## src/otg_pkg.sv

```systemverilog
package otg_pkg;

    // register byte offsets
    localparam logic [7:0] OFS_CONTROL = 8'h00;
    localparam logic [7:0] OFS_STATUS  = 8'h04;
    localparam logic [7:0] OFS_EVENTS  = 8'h08;
    localparam logic [7:0] OFS_EV_EN   = 8'h0c;
    localparam logic [7:0] OFS_TIMER   = 8'h10;
    localparam logic [7:0] OFS_TMR_CNT = 8'h14;

    // control bit positions
    localparam int CTL_DRV_VBUS    = 0;
    localparam int CTL_VBUS_CHARGE = 1;
    localparam int CTL_VBUS_DISCH  = 2;
    localparam int CTL_LOCAL_CONN  = 4;
    localparam int CTL_SEL_SRP     = 9;
    localparam int CTL_SRP_DET_EN  = 10;
    localparam int CTL_HNP_EN      = 11;
    localparam int CTL_TMR_START   = 12;
    localparam logic [15:0] CTL_RESET   = 16'h0000;
    localparam logic [15:0] CTL_WR_MASK = 16'h1e17;

    // status bit positions
    localparam int ST_ROLE_PIN   = 0;
    localparam int ST_A_VBUS_VLD = 1;
    localparam int ST_B_SESS_END = 2;
    localparam int ST_A_SESS_VLD = 3;
    localparam int ST_B_SESS_VLD = 4;
    localparam int ST_CONNECT    = 5;
    localparam int ST_SUSPEND    = 6;
    localparam int ST_RESUME     = 7;
    localparam int ST_SRP_DET    = 8;
    localparam int ST_SE0_LONG   = 9;
    localparam int ST_BITS       = 10;
    localparam int EV_TIMER      = 10;
    localparam int EV_BITS       = 11;

    // timing, clock 200 MHz
    localparam int CLK_MHZ            = 200;
    localparam int TICK_NS            = 10000;
    localparam int TICK_CYC           = TICK_NS * CLK_MHZ / 1000;
    localparam int SE0_LONG_US        = 2000;
    localparam int IDLE_B_US          = 5000;
    localparam int IDLE_A_US          = 3000;
    localparam int SETTLE_US          = 30;
    localparam int PULSE_MIN_US       = 1000;
    localparam int SE0_LONG_CYC       = SE0_LONG_US * CLK_MHZ;
    localparam int IDLE_B_CYC         = IDLE_B_US * CLK_MHZ + 1;
    localparam int IDLE_A_CYC         = IDLE_A_US * CLK_MHZ + 1;
    localparam int SETTLE_CYC         = SETTLE_US * CLK_MHZ;
    localparam int PULSE_MIN_CYC      = PULSE_MIN_US * CLK_MHZ;

    typedef enum logic [2:0] {
        HNP_IDLE   = 3'b000,
        HNP_B_OFF  = 3'b001,
        HNP_B_WAIT = 3'b011,
        HNP_B_HOST = 3'b010,
        HNP_A_PERI = 3'b110,
        HNP_A_WAIT = 3'b111
    } hnp_state_t;

    // line pins after synchroniser: dp, dm, vbus comparators, role pin
    typedef struct packed {
        logic role_pin;
        logic dp;
        logic dm;
        logic a_vbus_vld;
        logic a_sess_vld;
        logic b_sess_vld;
        logic b_sess_end;
    } line_t;

    typedef struct packed {
        logic       dp_pullup;
        logic       dm_pullup;
        logic       drive_vbus;
        logic       vbus_charge;
        logic       vbus_discharge;
        logic       bus_reset;
    } phy_ctl_t;

endpackage

```

## src/otg_session_role_control.sv

```systemverilog
// The implementer's own choices: the AXI4-Lite register port and the placing of the registers.
`timescale 1ns/1ps
module otg_session_role_control (
    input  wire logic                 aclk,
    input  wire logic                 aresetn,
    input  wire logic [7:0]           s_axi_awaddr,
    input  wire logic                 s_axi_awvalid,
    output logic                      s_axi_awready,
    input  wire logic [31:0]          s_axi_wdata,
    input  wire logic [3:0]           s_axi_wstrb,
    input  wire logic                 s_axi_wvalid,
    output logic                      s_axi_wready,
    output logic [1:0]                s_axi_bresp,
    output logic                      s_axi_bvalid,
    input  wire logic                 s_axi_bready,
    input  wire logic [7:0]           s_axi_araddr,
    input  wire logic                 s_axi_arvalid,
    output logic                      s_axi_arready,
    output logic [31:0]               s_axi_rdata,
    output logic [1:0]                s_axi_rresp,
    output logic                      s_axi_rvalid,
    input  wire logic                 s_axi_rready,
    input  wire otg_pkg::line_t       line_in,
    output otg_pkg::phy_ctl_t         phy_ctl,
    output logic                      event_pending
);

    typedef struct packed {
        otg_pkg::line_t     s1;
        otg_pkg::line_t     s2;
        otg_pkg::line_t     s3;
        logic               aw_got;
        logic [7:0]         aw_addr;
        logic               w_got;
        logic [31:0]        w_data;
        logic [3:0]         w_strb;
        logic               bvalid;
        logic               arready;
        logic               rvalid;
        logic [31:0]        rdata;
        logic [1:0]         rresp;
        logic [1:0]         bresp;
        logic [15:0]        ctl;
        logic [9:0]         stat;
        logic [10:0]        events;
        logic [10:0]        ev_en;
        logic [15:0]        tmr_load;
        logic [15:0]        tmr_cnt;
        logic [11:0]        tick_cnt;
        logic               tmr_run;
        logic [19:0]        idle_cnt;
        logic [19:0]        se0_cnt;
        logic [19:0]        pulse_cnt;
        logic               srp_det;
        otg_pkg::hnp_state_t hnp;
        logic [13:0]        settle_cnt;
        otg_pkg::phy_ctl_t  phy;
        logic               irq;
    } state_t;

    state_t st_ff;
    state_t nxt_st;

    // a level from a pin counts once the 2nd and 3rd stage agree; dp and dm follow the 3rd stage alone
    function automatic logic agreed(input logic a, input logic b, input logic prev);
        agreed = (a == b) ? a : prev;
    endfunction

    // saturating counter step used by all the line timers
    function automatic logic [19:0] count_up(input logic [19:0] c, input logic run);
        count_up = !run ? 20'h0_0000 : ((c == 20'hf_ffff) ? c : c + 20'h0_0001);
    endfunction

    // register map read, shared by read path
    function automatic logic [31:0] reg_read(input state_t s, input logic [7:0] a);
        case (a)
            otg_pkg::OFS_CONTROL: reg_read = {16'h0000, s.ctl};
            otg_pkg::OFS_STATUS:  reg_read = {22'h00_0000, s.stat};
            otg_pkg::OFS_EVENTS:  reg_read = {21'h00_0000, s.events};
            otg_pkg::OFS_EV_EN:   reg_read = {21'h00_0000, s.ev_en};
            otg_pkg::OFS_TIMER:   reg_read = {16'h0000, s.tmr_load};
            otg_pkg::OFS_TMR_CNT: reg_read = {16'h0000, s.tmr_cnt};
            default:              reg_read = 32'h0000_0000;
        endcase
    endfunction

    function automatic logic mapped(input logic [7:0] a);
        mapped = (a == otg_pkg::OFS_CONTROL) || (a == otg_pkg::OFS_STATUS) ||
                 (a == otg_pkg::OFS_EVENTS) || (a == otg_pkg::OFS_EV_EN) ||
                 (a == otg_pkg::OFS_TIMER) || (a == otg_pkg::OFS_TMR_CNT);
    endfunction

    logic                 role_b;
    logic                 bus_idle;
    logic                 se0;
    logic                 j_state;
    logic                 wr_fire;
    logic [9:0]           new_stat;
    logic [15:0]          wmask;
    otg_pkg::line_t       ln;

    always_comb begin
        nxt_st = st_ff;
        // three-stage synchroniser; s1 is read only by s2
        nxt_st.s1 = line_in;
        nxt_st.s2 = st_ff.s1;
        nxt_st.s3 = st_ff.s2;
        ln.role_pin   = agreed(st_ff.s2.role_pin, st_ff.s3.role_pin, st_ff.stat[0]);
        ln.dp         = agreed(st_ff.s2.dp, st_ff.s3.dp, st_ff.s3.dp);
        ln.dm         = agreed(st_ff.s2.dm, st_ff.s3.dm, st_ff.s3.dm);
        ln.a_vbus_vld = agreed(st_ff.s2.a_vbus_vld, st_ff.s3.a_vbus_vld, st_ff.stat[1]);
        ln.b_sess_end = agreed(st_ff.s2.b_sess_end, st_ff.s3.b_sess_end, st_ff.stat[2]);
        ln.a_sess_vld = agreed(st_ff.s2.a_sess_vld, st_ff.s3.a_sess_vld, st_ff.stat[3]);
        ln.b_sess_vld = agreed(st_ff.s2.b_sess_vld, st_ff.s3.b_sess_vld, st_ff.stat[4]);
        role_b   = ln.role_pin;
        se0      = !ln.dp && !ln.dm;
        j_state  = ln.dp && !ln.dm;
        bus_idle = j_state || se0;

        // line timers: idle (line at J or SE0), long SE0, pulse presence
        nxt_st.idle_cnt = count_up(st_ff.idle_cnt, bus_idle && (ln.dp == st_ff.s3.dp));
        nxt_st.se0_cnt  = count_up(st_ff.se0_cnt, se0);

        // session request detection, select and enable
        if (st_ff.ctl[otg_pkg::CTL_SEL_SRP]) begin
            // data-line pulse on either line while not driving
            nxt_st.pulse_cnt = count_up(st_ff.pulse_cnt, ln.dp || ln.dm);
        end else begin
            nxt_st.pulse_cnt = count_up(st_ff.pulse_cnt, ln.a_sess_vld);
        end
        nxt_st.srp_det = st_ff.ctl[otg_pkg::CTL_SRP_DET_EN] && !role_b &&
                         !st_ff.phy.drive_vbus &&
                         (st_ff.pulse_cnt >= 20'(otg_pkg::PULSE_MIN_CYC));

        // status word
        new_stat = {st_ff.se0_cnt >= 20'(otg_pkg::SE0_LONG_CYC), st_ff.srp_det,
                    st_ff.hnp == otg_pkg::HNP_B_HOST || st_ff.hnp == otg_pkg::HNP_A_WAIT,
                    st_ff.idle_cnt >= 20'(otg_pkg::IDLE_A_CYC), j_state,
                    ln.b_sess_vld, ln.a_sess_vld, ln.b_sess_end, ln.a_vbus_vld,
                    ln.role_pin};
        nxt_st.stat = new_stat;

        // programmable timer in 0.01 ms ticks
        nxt_st.tick_cnt = 12'h000;
        if (st_ff.tmr_run) begin
            if (st_ff.tick_cnt == 12'(otg_pkg::TICK_CYC - 1)) begin
                nxt_st.tmr_cnt = st_ff.tmr_cnt + 16'h0001;
            end else begin
                nxt_st.tick_cnt = st_ff.tick_cnt + 12'h001;
            end
        end
        nxt_st.tmr_run = st_ff.ctl[otg_pkg::CTL_TMR_START] &&
                         (st_ff.tmr_cnt < st_ff.tmr_load);
        if (!st_ff.ctl[otg_pkg::CTL_TMR_START]) begin
            nxt_st.tmr_cnt = 16'h0000; // count clears whenever the start bit is clear
        end

        // negotiation sequencer
        nxt_st.settle_cnt = 14'h0000;
        case (st_ff.hnp)
            otg_pkg::HNP_IDLE: begin
                if (role_b && st_ff.ctl[otg_pkg::CTL_HNP_EN] &&
                    st_ff.idle_cnt >= 20'(otg_pkg::IDLE_B_CYC)) begin
                    nxt_st.hnp = otg_pkg::HNP_B_OFF;
                end else if (!role_b && st_ff.ctl[otg_pkg::CTL_HNP_EN] && se0 &&
                             st_ff.phy.drive_vbus) begin
                    nxt_st.hnp = otg_pkg::HNP_A_PERI;
                end
            end
            otg_pkg::HNP_B_OFF: begin
                nxt_st.settle_cnt = st_ff.settle_cnt + 14'h0001;
                if (st_ff.settle_cnt >= 14'(otg_pkg::SETTLE_CYC) && j_state) begin
                    nxt_st.hnp = otg_pkg::HNP_B_HOST;
                end else if (!st_ff.ctl[otg_pkg::CTL_HNP_EN]) begin
                    nxt_st.hnp = otg_pkg::HNP_IDLE;
                end
            end
            otg_pkg::HNP_B_HOST: begin
                if (!st_ff.ctl[otg_pkg::CTL_HNP_EN] || !ln.b_sess_vld) begin
                    nxt_st.hnp = otg_pkg::HNP_IDLE;
                end
            end
            otg_pkg::HNP_A_PERI: begin
                if (st_ff.idle_cnt >= 20'(otg_pkg::IDLE_A_CYC) && se0 == 1'b0 &&
                    !j_state) begin
                    nxt_st.hnp = otg_pkg::HNP_A_PERI;
                end else if (st_ff.idle_cnt >= 20'(otg_pkg::IDLE_A_CYC)) begin
                    nxt_st.hnp = otg_pkg::HNP_A_WAIT;
                end
                if (!st_ff.ctl[otg_pkg::CTL_HNP_EN]) begin
                    nxt_st.hnp = otg_pkg::HNP_IDLE;
                end
            end
            otg_pkg::HNP_A_WAIT: begin
                if (j_state) begin
                    nxt_st.settle_cnt = st_ff.settle_cnt + 14'h0001;
                end
                if (st_ff.settle_cnt >= 14'(otg_pkg::SETTLE_CYC) && j_state) begin
                    nxt_st.hnp = otg_pkg::HNP_IDLE;
                end
            end
            default: nxt_st.hnp = otg_pkg::HNP_IDLE;
        endcase

        // pin controls follow control bits and sequencer
        nxt_st.phy.drive_vbus = st_ff.ctl[otg_pkg::CTL_DRV_VBUS] && !role_b;
        // charge follows its bit in either role, so a write alone moves it
        nxt_st.phy.vbus_charge = st_ff.ctl[otg_pkg::CTL_VBUS_CHARGE];
        nxt_st.phy.vbus_discharge = st_ff.ctl[otg_pkg::CTL_VBUS_DISCH];
        nxt_st.phy.dm_pullup = 1'b0; // own pulsing always on DP
        nxt_st.phy.dp_pullup = st_ff.ctl[otg_pkg::CTL_LOCAL_CONN] ||
                               (role_b && ln.b_sess_vld && st_ff.hnp == otg_pkg::HNP_IDLE) ||
                               st_ff.hnp == otg_pkg::HNP_A_PERI;
        nxt_st.phy.bus_reset = (st_ff.hnp == otg_pkg::HNP_B_HOST) ||
                               (st_ff.hnp == otg_pkg::HNP_A_WAIT &&
                                nxt_st.hnp == otg_pkg::HNP_IDLE);
        // session ends with VBUS: drop the negotiation
        if (!ln.a_sess_vld && !ln.b_sess_vld) begin
            nxt_st.hnp = otg_pkg::HNP_IDLE;
        end

        // AXI write: address and data in either order
        wr_fire = st_ff.aw_got && st_ff.w_got && !st_ff.bvalid;
        if (s_axi_awvalid && !st_ff.aw_got) begin
            nxt_st.aw_got  = 1'b1;
            nxt_st.aw_addr = s_axi_awaddr;
        end
        if (s_axi_wvalid && !st_ff.w_got) begin
            nxt_st.w_got  = 1'b1;
            nxt_st.w_data = s_axi_wdata;
            nxt_st.w_strb = s_axi_wstrb;
        end
        wmask = {{8{st_ff.w_strb[1]}}, {8{st_ff.w_strb[0]}}};
        // events: set on status change, set wins over write-one clear
        nxt_st.events = st_ff.events;
        if (wr_fire) begin
            nxt_st.aw_got = 1'b0;
            nxt_st.w_got  = 1'b0;
            nxt_st.bvalid = 1'b1;
            nxt_st.bresp  = mapped(st_ff.aw_addr) ? 2'b00 : 2'b10;
            case (st_ff.aw_addr)
                otg_pkg::OFS_CONTROL: nxt_st.ctl = (st_ff.ctl & ~(wmask & otg_pkg::CTL_WR_MASK))
                    | (st_ff.w_data[15:0] & wmask & otg_pkg::CTL_WR_MASK);
                otg_pkg::OFS_EVENTS:  nxt_st.events = st_ff.events &
                    ~(st_ff.w_data[10:0] & {wmask[10:8], wmask[7:0]});
                otg_pkg::OFS_EV_EN:   nxt_st.ev_en = (st_ff.ev_en & ~wmask[10:0]) |
                    (st_ff.w_data[10:0] & wmask[10:0]);
                otg_pkg::OFS_TIMER:   nxt_st.tmr_load = (st_ff.tmr_load & ~wmask) |
                    (st_ff.w_data[15:0] & wmask);
                default: ;
            endcase
        end
        nxt_st.events[9:0] = nxt_st.events[9:0] | (new_stat ^ st_ff.stat);
        nxt_st.events[otg_pkg::EV_TIMER] = nxt_st.events[otg_pkg::EV_TIMER] |
            (st_ff.tmr_run && !nxt_st.tmr_run && st_ff.ctl[otg_pkg::CTL_TMR_START]);
        nxt_st.irq = |(st_ff.events & st_ff.ev_en);
        if (st_ff.bvalid && s_axi_bready) begin
            nxt_st.bvalid = 1'b0;
        end

        // AXI read: one-cycle arready, data valid in the same cycle
        nxt_st.arready = 1'b0;
        if (s_axi_arvalid && !st_ff.arready && !st_ff.rvalid) begin
            nxt_st.arready = 1'b1;
            nxt_st.rvalid  = 1'b1;
            nxt_st.rdata   = reg_read(st_ff, s_axi_araddr);
            nxt_st.rresp   = mapped(s_axi_araddr) ? 2'b00 : 2'b10;
        end
        if (st_ff.rvalid && s_axi_rready) begin
            nxt_st.rvalid = 1'b0;
        end
    end

    // all state in one register
    always_ff @(posedge aclk) begin
        if (!aresetn) begin
            st_ff <= '0;
            st_ff.stat[otg_pkg::ST_ROLE_PIN] <= 1'b1; // pin reads B for one cycle, then A from the zeroed s2 and s3 until the pin arrives
        end else begin
            st_ff <= nxt_st;
        end
    end

    assign s_axi_awready = !st_ff.aw_got;
    assign s_axi_wready  = !st_ff.w_got;
    assign s_axi_bvalid  = st_ff.bvalid;
    assign s_axi_bresp   = st_ff.bresp;
    assign s_axi_arready = st_ff.arready;
    assign s_axi_rvalid  = st_ff.rvalid;
    assign s_axi_rdata   = st_ff.rdata;
    assign s_axi_rresp   = st_ff.rresp;
    assign phy_ctl       = st_ff.phy;
    assign event_pending = st_ff.irq;

endmodule

```

## config.mk

```make
export PLATFORM = sky130hd
export DESIGN_NAME = otg_session_role_control
export DESIGN_NICKNAME = d
export VERILOG_FILES = /design/src/otg_pkg.sv /design/src/otg_session_role_control.sv
export SDC_FILE = /design/constraint.sdc
export NUM_CORES = 1
export LEC_CHECK = 0
export BUFFER_PORTS_ARGS = -buffer_cell sky130_fd_sc_hd__clkbuf_2
export CORE_ASPECT_RATIO = 2
export CORE_MARGIN = 4
export CORE_UTILIZATION = 25
export DETAILED_ROUTE_END_ITERATION = 10
export SYNTH_ARGS = -nofsm -noshare
export SYNTH_HDL_FRONTEND = slang
export SYNTH_SLANG_ARGS = --single-unit
```

## constraint.sdc

```tcl
create_clock -name aclk -period 1.92 [get_ports aclk]
set_input_delay 0.48 -clock aclk [delete_from_list [all_inputs] [get_ports aclk]]
set_output_delay 0.48 -clock aclk [all_outputs]
set_load 0.03 [all_outputs]
```

; ---- Word-level counts from Yosys, hierarchy flattened
; Cells that the tools add are included.
[classes]
muxes = 31
eq_ne = 26
n_reduce_logical = 78
add_sub_neg = 6
magnitude_cmp = 6
n_bitwise = 20
[ops]
columns = cell, count
row1 = 16-bit case mux with 6 select lines, 1
row2 = 20-bit 2-to-1 mux, 4
row3 = 20-bit by 1-bit adder with 20-bit output (second input constant), 3
row4 = 20-bit == test (second input constant), 3
row5 = 16-bit bitwise AND, 3
row6 = 11-bit bitwise AND, 4
row7 = 20-bit >= comparator (second input constant), 2
row8 = 38-bit 2-to-1 mux, 1
row9 = 36-bit 2-to-1 mux, 1
row10 = 8-bit by 4-bit == test with 1-bit output (second input constant), 4
row11 = 8-bit by 5-bit == test with 1-bit output (second input constant), 4
row12 = 1-bit logical AND, 30
row13 = 14-bit case mux with 2 select lines, 1
row14 = 3-bit 2-to-1 mux, 9
row15 = 11-bit 2-to-1 mux, 2
row16 = 11-bit NOT, 2
row17 = 20-bit by 18-bit >= comparator with 1-bit output (second input constant), 1
row18 = 20-bit by 19-bit >= comparator with 1-bit output (second input constant), 1
row19 = 1-bit logical OR, 17
row20 = 16-bit by 1-bit adder with 16-bit output (second input constant), 1
row21 = 8-bit by 3-bit == test with 1-bit output (second input constant), 2
row22 = 8-bit logical NOT, 2
row23 = 16-bit < comparator, 1
row24 = 16-bit 2-to-1 mux, 1
row25 = 27 further kinds, 67
[word_totals]
inputBits = 66
reg_bits = 284

; ---- Logic depth before layout (Yosys ltp)
[logic_depth]
word_depth = 13
mapped_depth = 8

; ---- Least setup slack after synthesis
; Ideal clock, no wire load.
[synth_path]
kind = input -> register
start = input s_axi_araddr[5]
end = register st_ff, in the netlist s_axi_rresp[1]
arrival_ps = 1753
path_stages = 6
slack_ps = 39
path_cell_list = or4_4 -> nor4b_4 -> buf_6 -> nor2_1 -> mux2i_1 -> nor2_1
[synth_via]
elab_chain_len = 7
elab_cells_between_ends = 12
cone_classes = eq/ne: 5 / mux: 1 / reduce/logical: 6
[synth_lines]
columns = element, line
row1 = "start, declared", otg_session_role_control.sv:16  ; input wire logic [7:0] s_axi_araddr,
row2 = 8-bit by 3-bit == test with 1-bit output / 8-bit logical NOT (equally long branches), otg_session_role_control.sv:88  ; mapped = (a == otg_pkg::OFS_CONTROL) || (a == otg_pkg::OFS_STATUS) ||
row3 = 1-bit logical OR (2 in a row), otg_session_role_control.sv:88
row4 = 1-bit logical OR (2 in a row), otg_session_role_control.sv:89  ; (a == otg_pkg::OFS_EVENTS) || (a == otg_pkg::OFS_EV_EN) ||
row5 = 1-bit logical OR (*), otg_session_role_control.sv:90  ; (a == otg_pkg::OFS_TIMER) || (a == otg_pkg::OFS_TMR_CNT);
row6 = 2-bit 2-to-1 mux (*), otg_session_role_control.sv:267  ; nxt_st.rresp = mapped(s_axi_araddr) ? 2'b00 : 2'b10;
row7 = "end signal, assigned", otg_session_role_control.sv:280  ; st_ff <= nxt_st;
row8 = "end, declared", otg_session_role_control.sv:61  ; state_t st_ff;
; Mark *: on every way between the ends. The rest lies on a longest branch, timed or not.
; A chain may end at the register's enable or synchronous reset.

==> summary.txt <==
Outcome
  • Status: completed

Logic synthesis
  • Flops & latches, synth: 239
  • Post-synth design cell area: around 11000 µm²
  • Top FF cell, synth: dfxtp_1
  • Syn avg cell area: approximately 8.6 µm²
  • Register area share after synthesis: 43.8%
  • Post-synth EDFFs: 0
  • Yosys cell types: 70
  • Post-Syn Instances: 1266
  • Post-synth ARST share: 0%
  • Synth warnings: 0

Worst setup path
  • Setup crit end: st_ff[151]
  • Critical path class: register to register
  • CP Data Arrival Time: about 2300 ps
  • R2r setup slk: between 8 and 9 ps
  • R2R Path End: st_ff[151]
  • Worst-path fanout max: 2
  • CP Capture Type: register
  • Reg2reg path depth: 8
  • CP required: roughly 2300 ps
  • Critical path launch point type: register

STA
  • Worst Skew: approximately 14 ps
  • RSZ-0062 raised after global routing: yes
  • Final hold vios: 0
  • Final Max Tran Viols: 0
  • Worst Hold Slack: 183 ps
  • Fmax: between 500 and 600 MHz
  • # setup viols final: 0
  • Fin crit period: 1910 ps
  • Slew HR: between 50 and 60%
  • Final Cycle Share: between 90 and 100%
  • Worst slew pin tran: 724 ps

GRT
  • Initial antenna violation count: 0
  • All-Layer GR Usage: around an eighth
  • Vias in the first global route: ~9000
  • First-pass GRT wire length: between 40000 and 50000 µm
  • Global route overflow: 0
  • Pin count of the biggest net entering global routing: 54

Drt
  • Routed len/inst: around 15 µm
  • Routed WL: slightly below 30000 µm
  • Pre-antenna DRT Iters: 5
  • DRC: 0
  • Via count: between 9000 and 10000
  • Iter 0 DRT Violations: approximately 320
  • Drt via density: 4.64
  • Post-route ant nets: 0

Clock network
  • Clock tree sinks: between 200 and 250
  • Clock Tree Root: clkbuf_16
  • H-tree depth: 1
  • CTS buffer count: 21
  • CTS tree: done
  • Clk slew on worst S/H paths: 70 ps
  • CTS Buffer Depth: 3
  • Clk Latency, worst-skew pair: between 500 and 600 ps

Finish
  • Most common cell after layout, fill and taps aside: dfxtp_1
  • Nets: 1476
  • Synthesis-to-finish area growth: 20.3%
  • Storage cell area: around 4800 µm²
  • Fillers: 4566
  • Multi-input gate area: around 5700 µm²
  • # diodes: 0
  • Most frequent cells in the layout: dfxtp_1 (231), nor2_1 (175), nand2_1 (133)
  • Final core utilization: around 30%
  • Share of layout cells above drive strength 1: 18.7%

Power
  • Max VDD drop: about 480 µV
  • Pwr per Cell Area: approximately 770 nW/µm²
  • Pleak: approximately 5 nW

Floorplan
  • Initial Utilization: between 20% and 30%
  • Die Ht: 304 µm
  • DIE AREA: 47300 µm²
  • Core area: 43200 µm²
  • Top Ports: 114
  • # rows: ~110
  • DIE WIDTH: 156 µm

Job
  • Max-cap violation count: 0

Placed design
  • Buffers on Ports: 76
  • Final HPWL DP: between 20000 and 25000 µm
  • Routability cong.: 0.868

Hold path
  • HP Class: input pin to register
  • Hold path start: s_axi_awvalid
## what timing repair did
action	4_1_cts	5_1_grt
setup endpoints to repair	22	62
setup buffers	4	2
resized for setup	7	50
hold buffers	0	0
pin swaps	5	10
## through the flow
step           power (mW)  setup WS, ps  TNS (ps)  area (µm²)  std cells
2_1_floorplan        5.60          39.5         0       11000       1284
3_3_place_gp         5.79          -156     -1470       12200       1905
3_5_place_dp         5.80          -128     -1810       12200       1905
4_1_cts              10.3         -38.6     -38.6       13000       1946
5_1_grt              10.5         -84.1     -1420       13100       1948
6_report             10.1          8.24         0       13100       1948
## report_power, final
| group | internal (mW) | switching (mW) |
|---|---|---|
| Combinational | 0.199 | 0.356 |
| Clock | 2.54 | 1.90 |
| Sequential | 5.04 | 0.0886 |
## worst min path at each step
stage	endpoint	slack, ps	cells after the start
2_1_floorplan	st_ff[267]	410	1
3_3_place_gp	st_ff[267]	420	1
3_5_place_dp	nxt_st[267]	420	1
4_1_cts	st_ff[235]	170	3
5_1_grt	st_ff[262]	180	3
6_report	st_ff[262]	180	3
## logic make-up after synthesis
| group | share of synthesized area (%) |
|---|---|
| multiplexers | 4.59 |
| buffers and inverters | 6.23 |
| XOR/XNOR | 6.10 |
| AND/OR/NAND/NOR | 23.7 |
| other | 0.0343 |
| adder cells (fa/ha/maj) | 3.07 |
| AO/OA/AOI/OAI | 12.5 |
| flip-flops | 43.8 |
## synth_stat cells (3+ instances only)
cell	n	share of area [%]
a22oi_1	7	0.48
buf_2	6	0.28
dfxtp_1	239	44
xnor2_1	43	3.4
o21a_1	14	0.96
nor3_1	23	1.1
or2_2	4	0.23
nor3b_1	4	0.28
a21oi_1	58	2.7
nand2_1	133	4.6
buf_6	3	0.31
a211oi_1	5	0.34
a222oi_1	6	0.55
buf_4	43	3.0
a21boi_0	10	0.69
o21ai_1	4	0.18
o21ai_0	65	3.0
nor2b_1	8	0.46
nor2_1	175	6.0
clkbuf_1	37	1.3
nand3_1	43	2.0
nand4_1	27	1.5
inv_1	39	1.3
nand3b_1	5	0.34
and3_1	15	0.86
a22o_1	8	0.64
o211ai_1	6	0.41
xor2_1	33	2.6
mux2i_1	49	4.5
a31oi_1	15	0.86
or3_1	13	0.74
a21o_1	3	0.21
and4_1	5	0.40
a311oi_1	3	0.24
nor3_2	3	0.28
and2_1	30	1.7
nor4_1	6	0.34
ha_1	26	3.0
nand2b_1	10	0.57
## layer usage
| metal | up-vias | part of all wire, % | track usage [%] | routed length, µm |
|---|---|---|---|---|
| met5 | - | 0 | 0 | 0 |
| li1 | 4530 | - | - | - |
| met1 | 4244 | 34 | 11.3 | 9960 |
| met3 | 88 | 3.0 | 1.34 | 900 |
| met2 | 168 | 56 | 25.0 | 16500 |
| met4 | 0 | 7.8 | 8.39 | 2300 |
## worst max-delay path, stage by stage, from the launching register on
cell	delay (ps)
dfxtp_2	320
inv_1	100
ha_4	210
a211oi_2	190
o21ai_1	120
a21oi_1	130
o211ai_1	160
a221o_1	340
a41o_1	240
## layout make-up
class                      instances  area share [%]
clock inverter                    10            1.02
clock buffer                      27            4.40
sequential                       239            36.5
tap                              550            5.24
timing repair buffer             168            8.55
inverter                          39            1.11
multi-input combinational        915            43.2
Power figures use the tool's default switching activity.
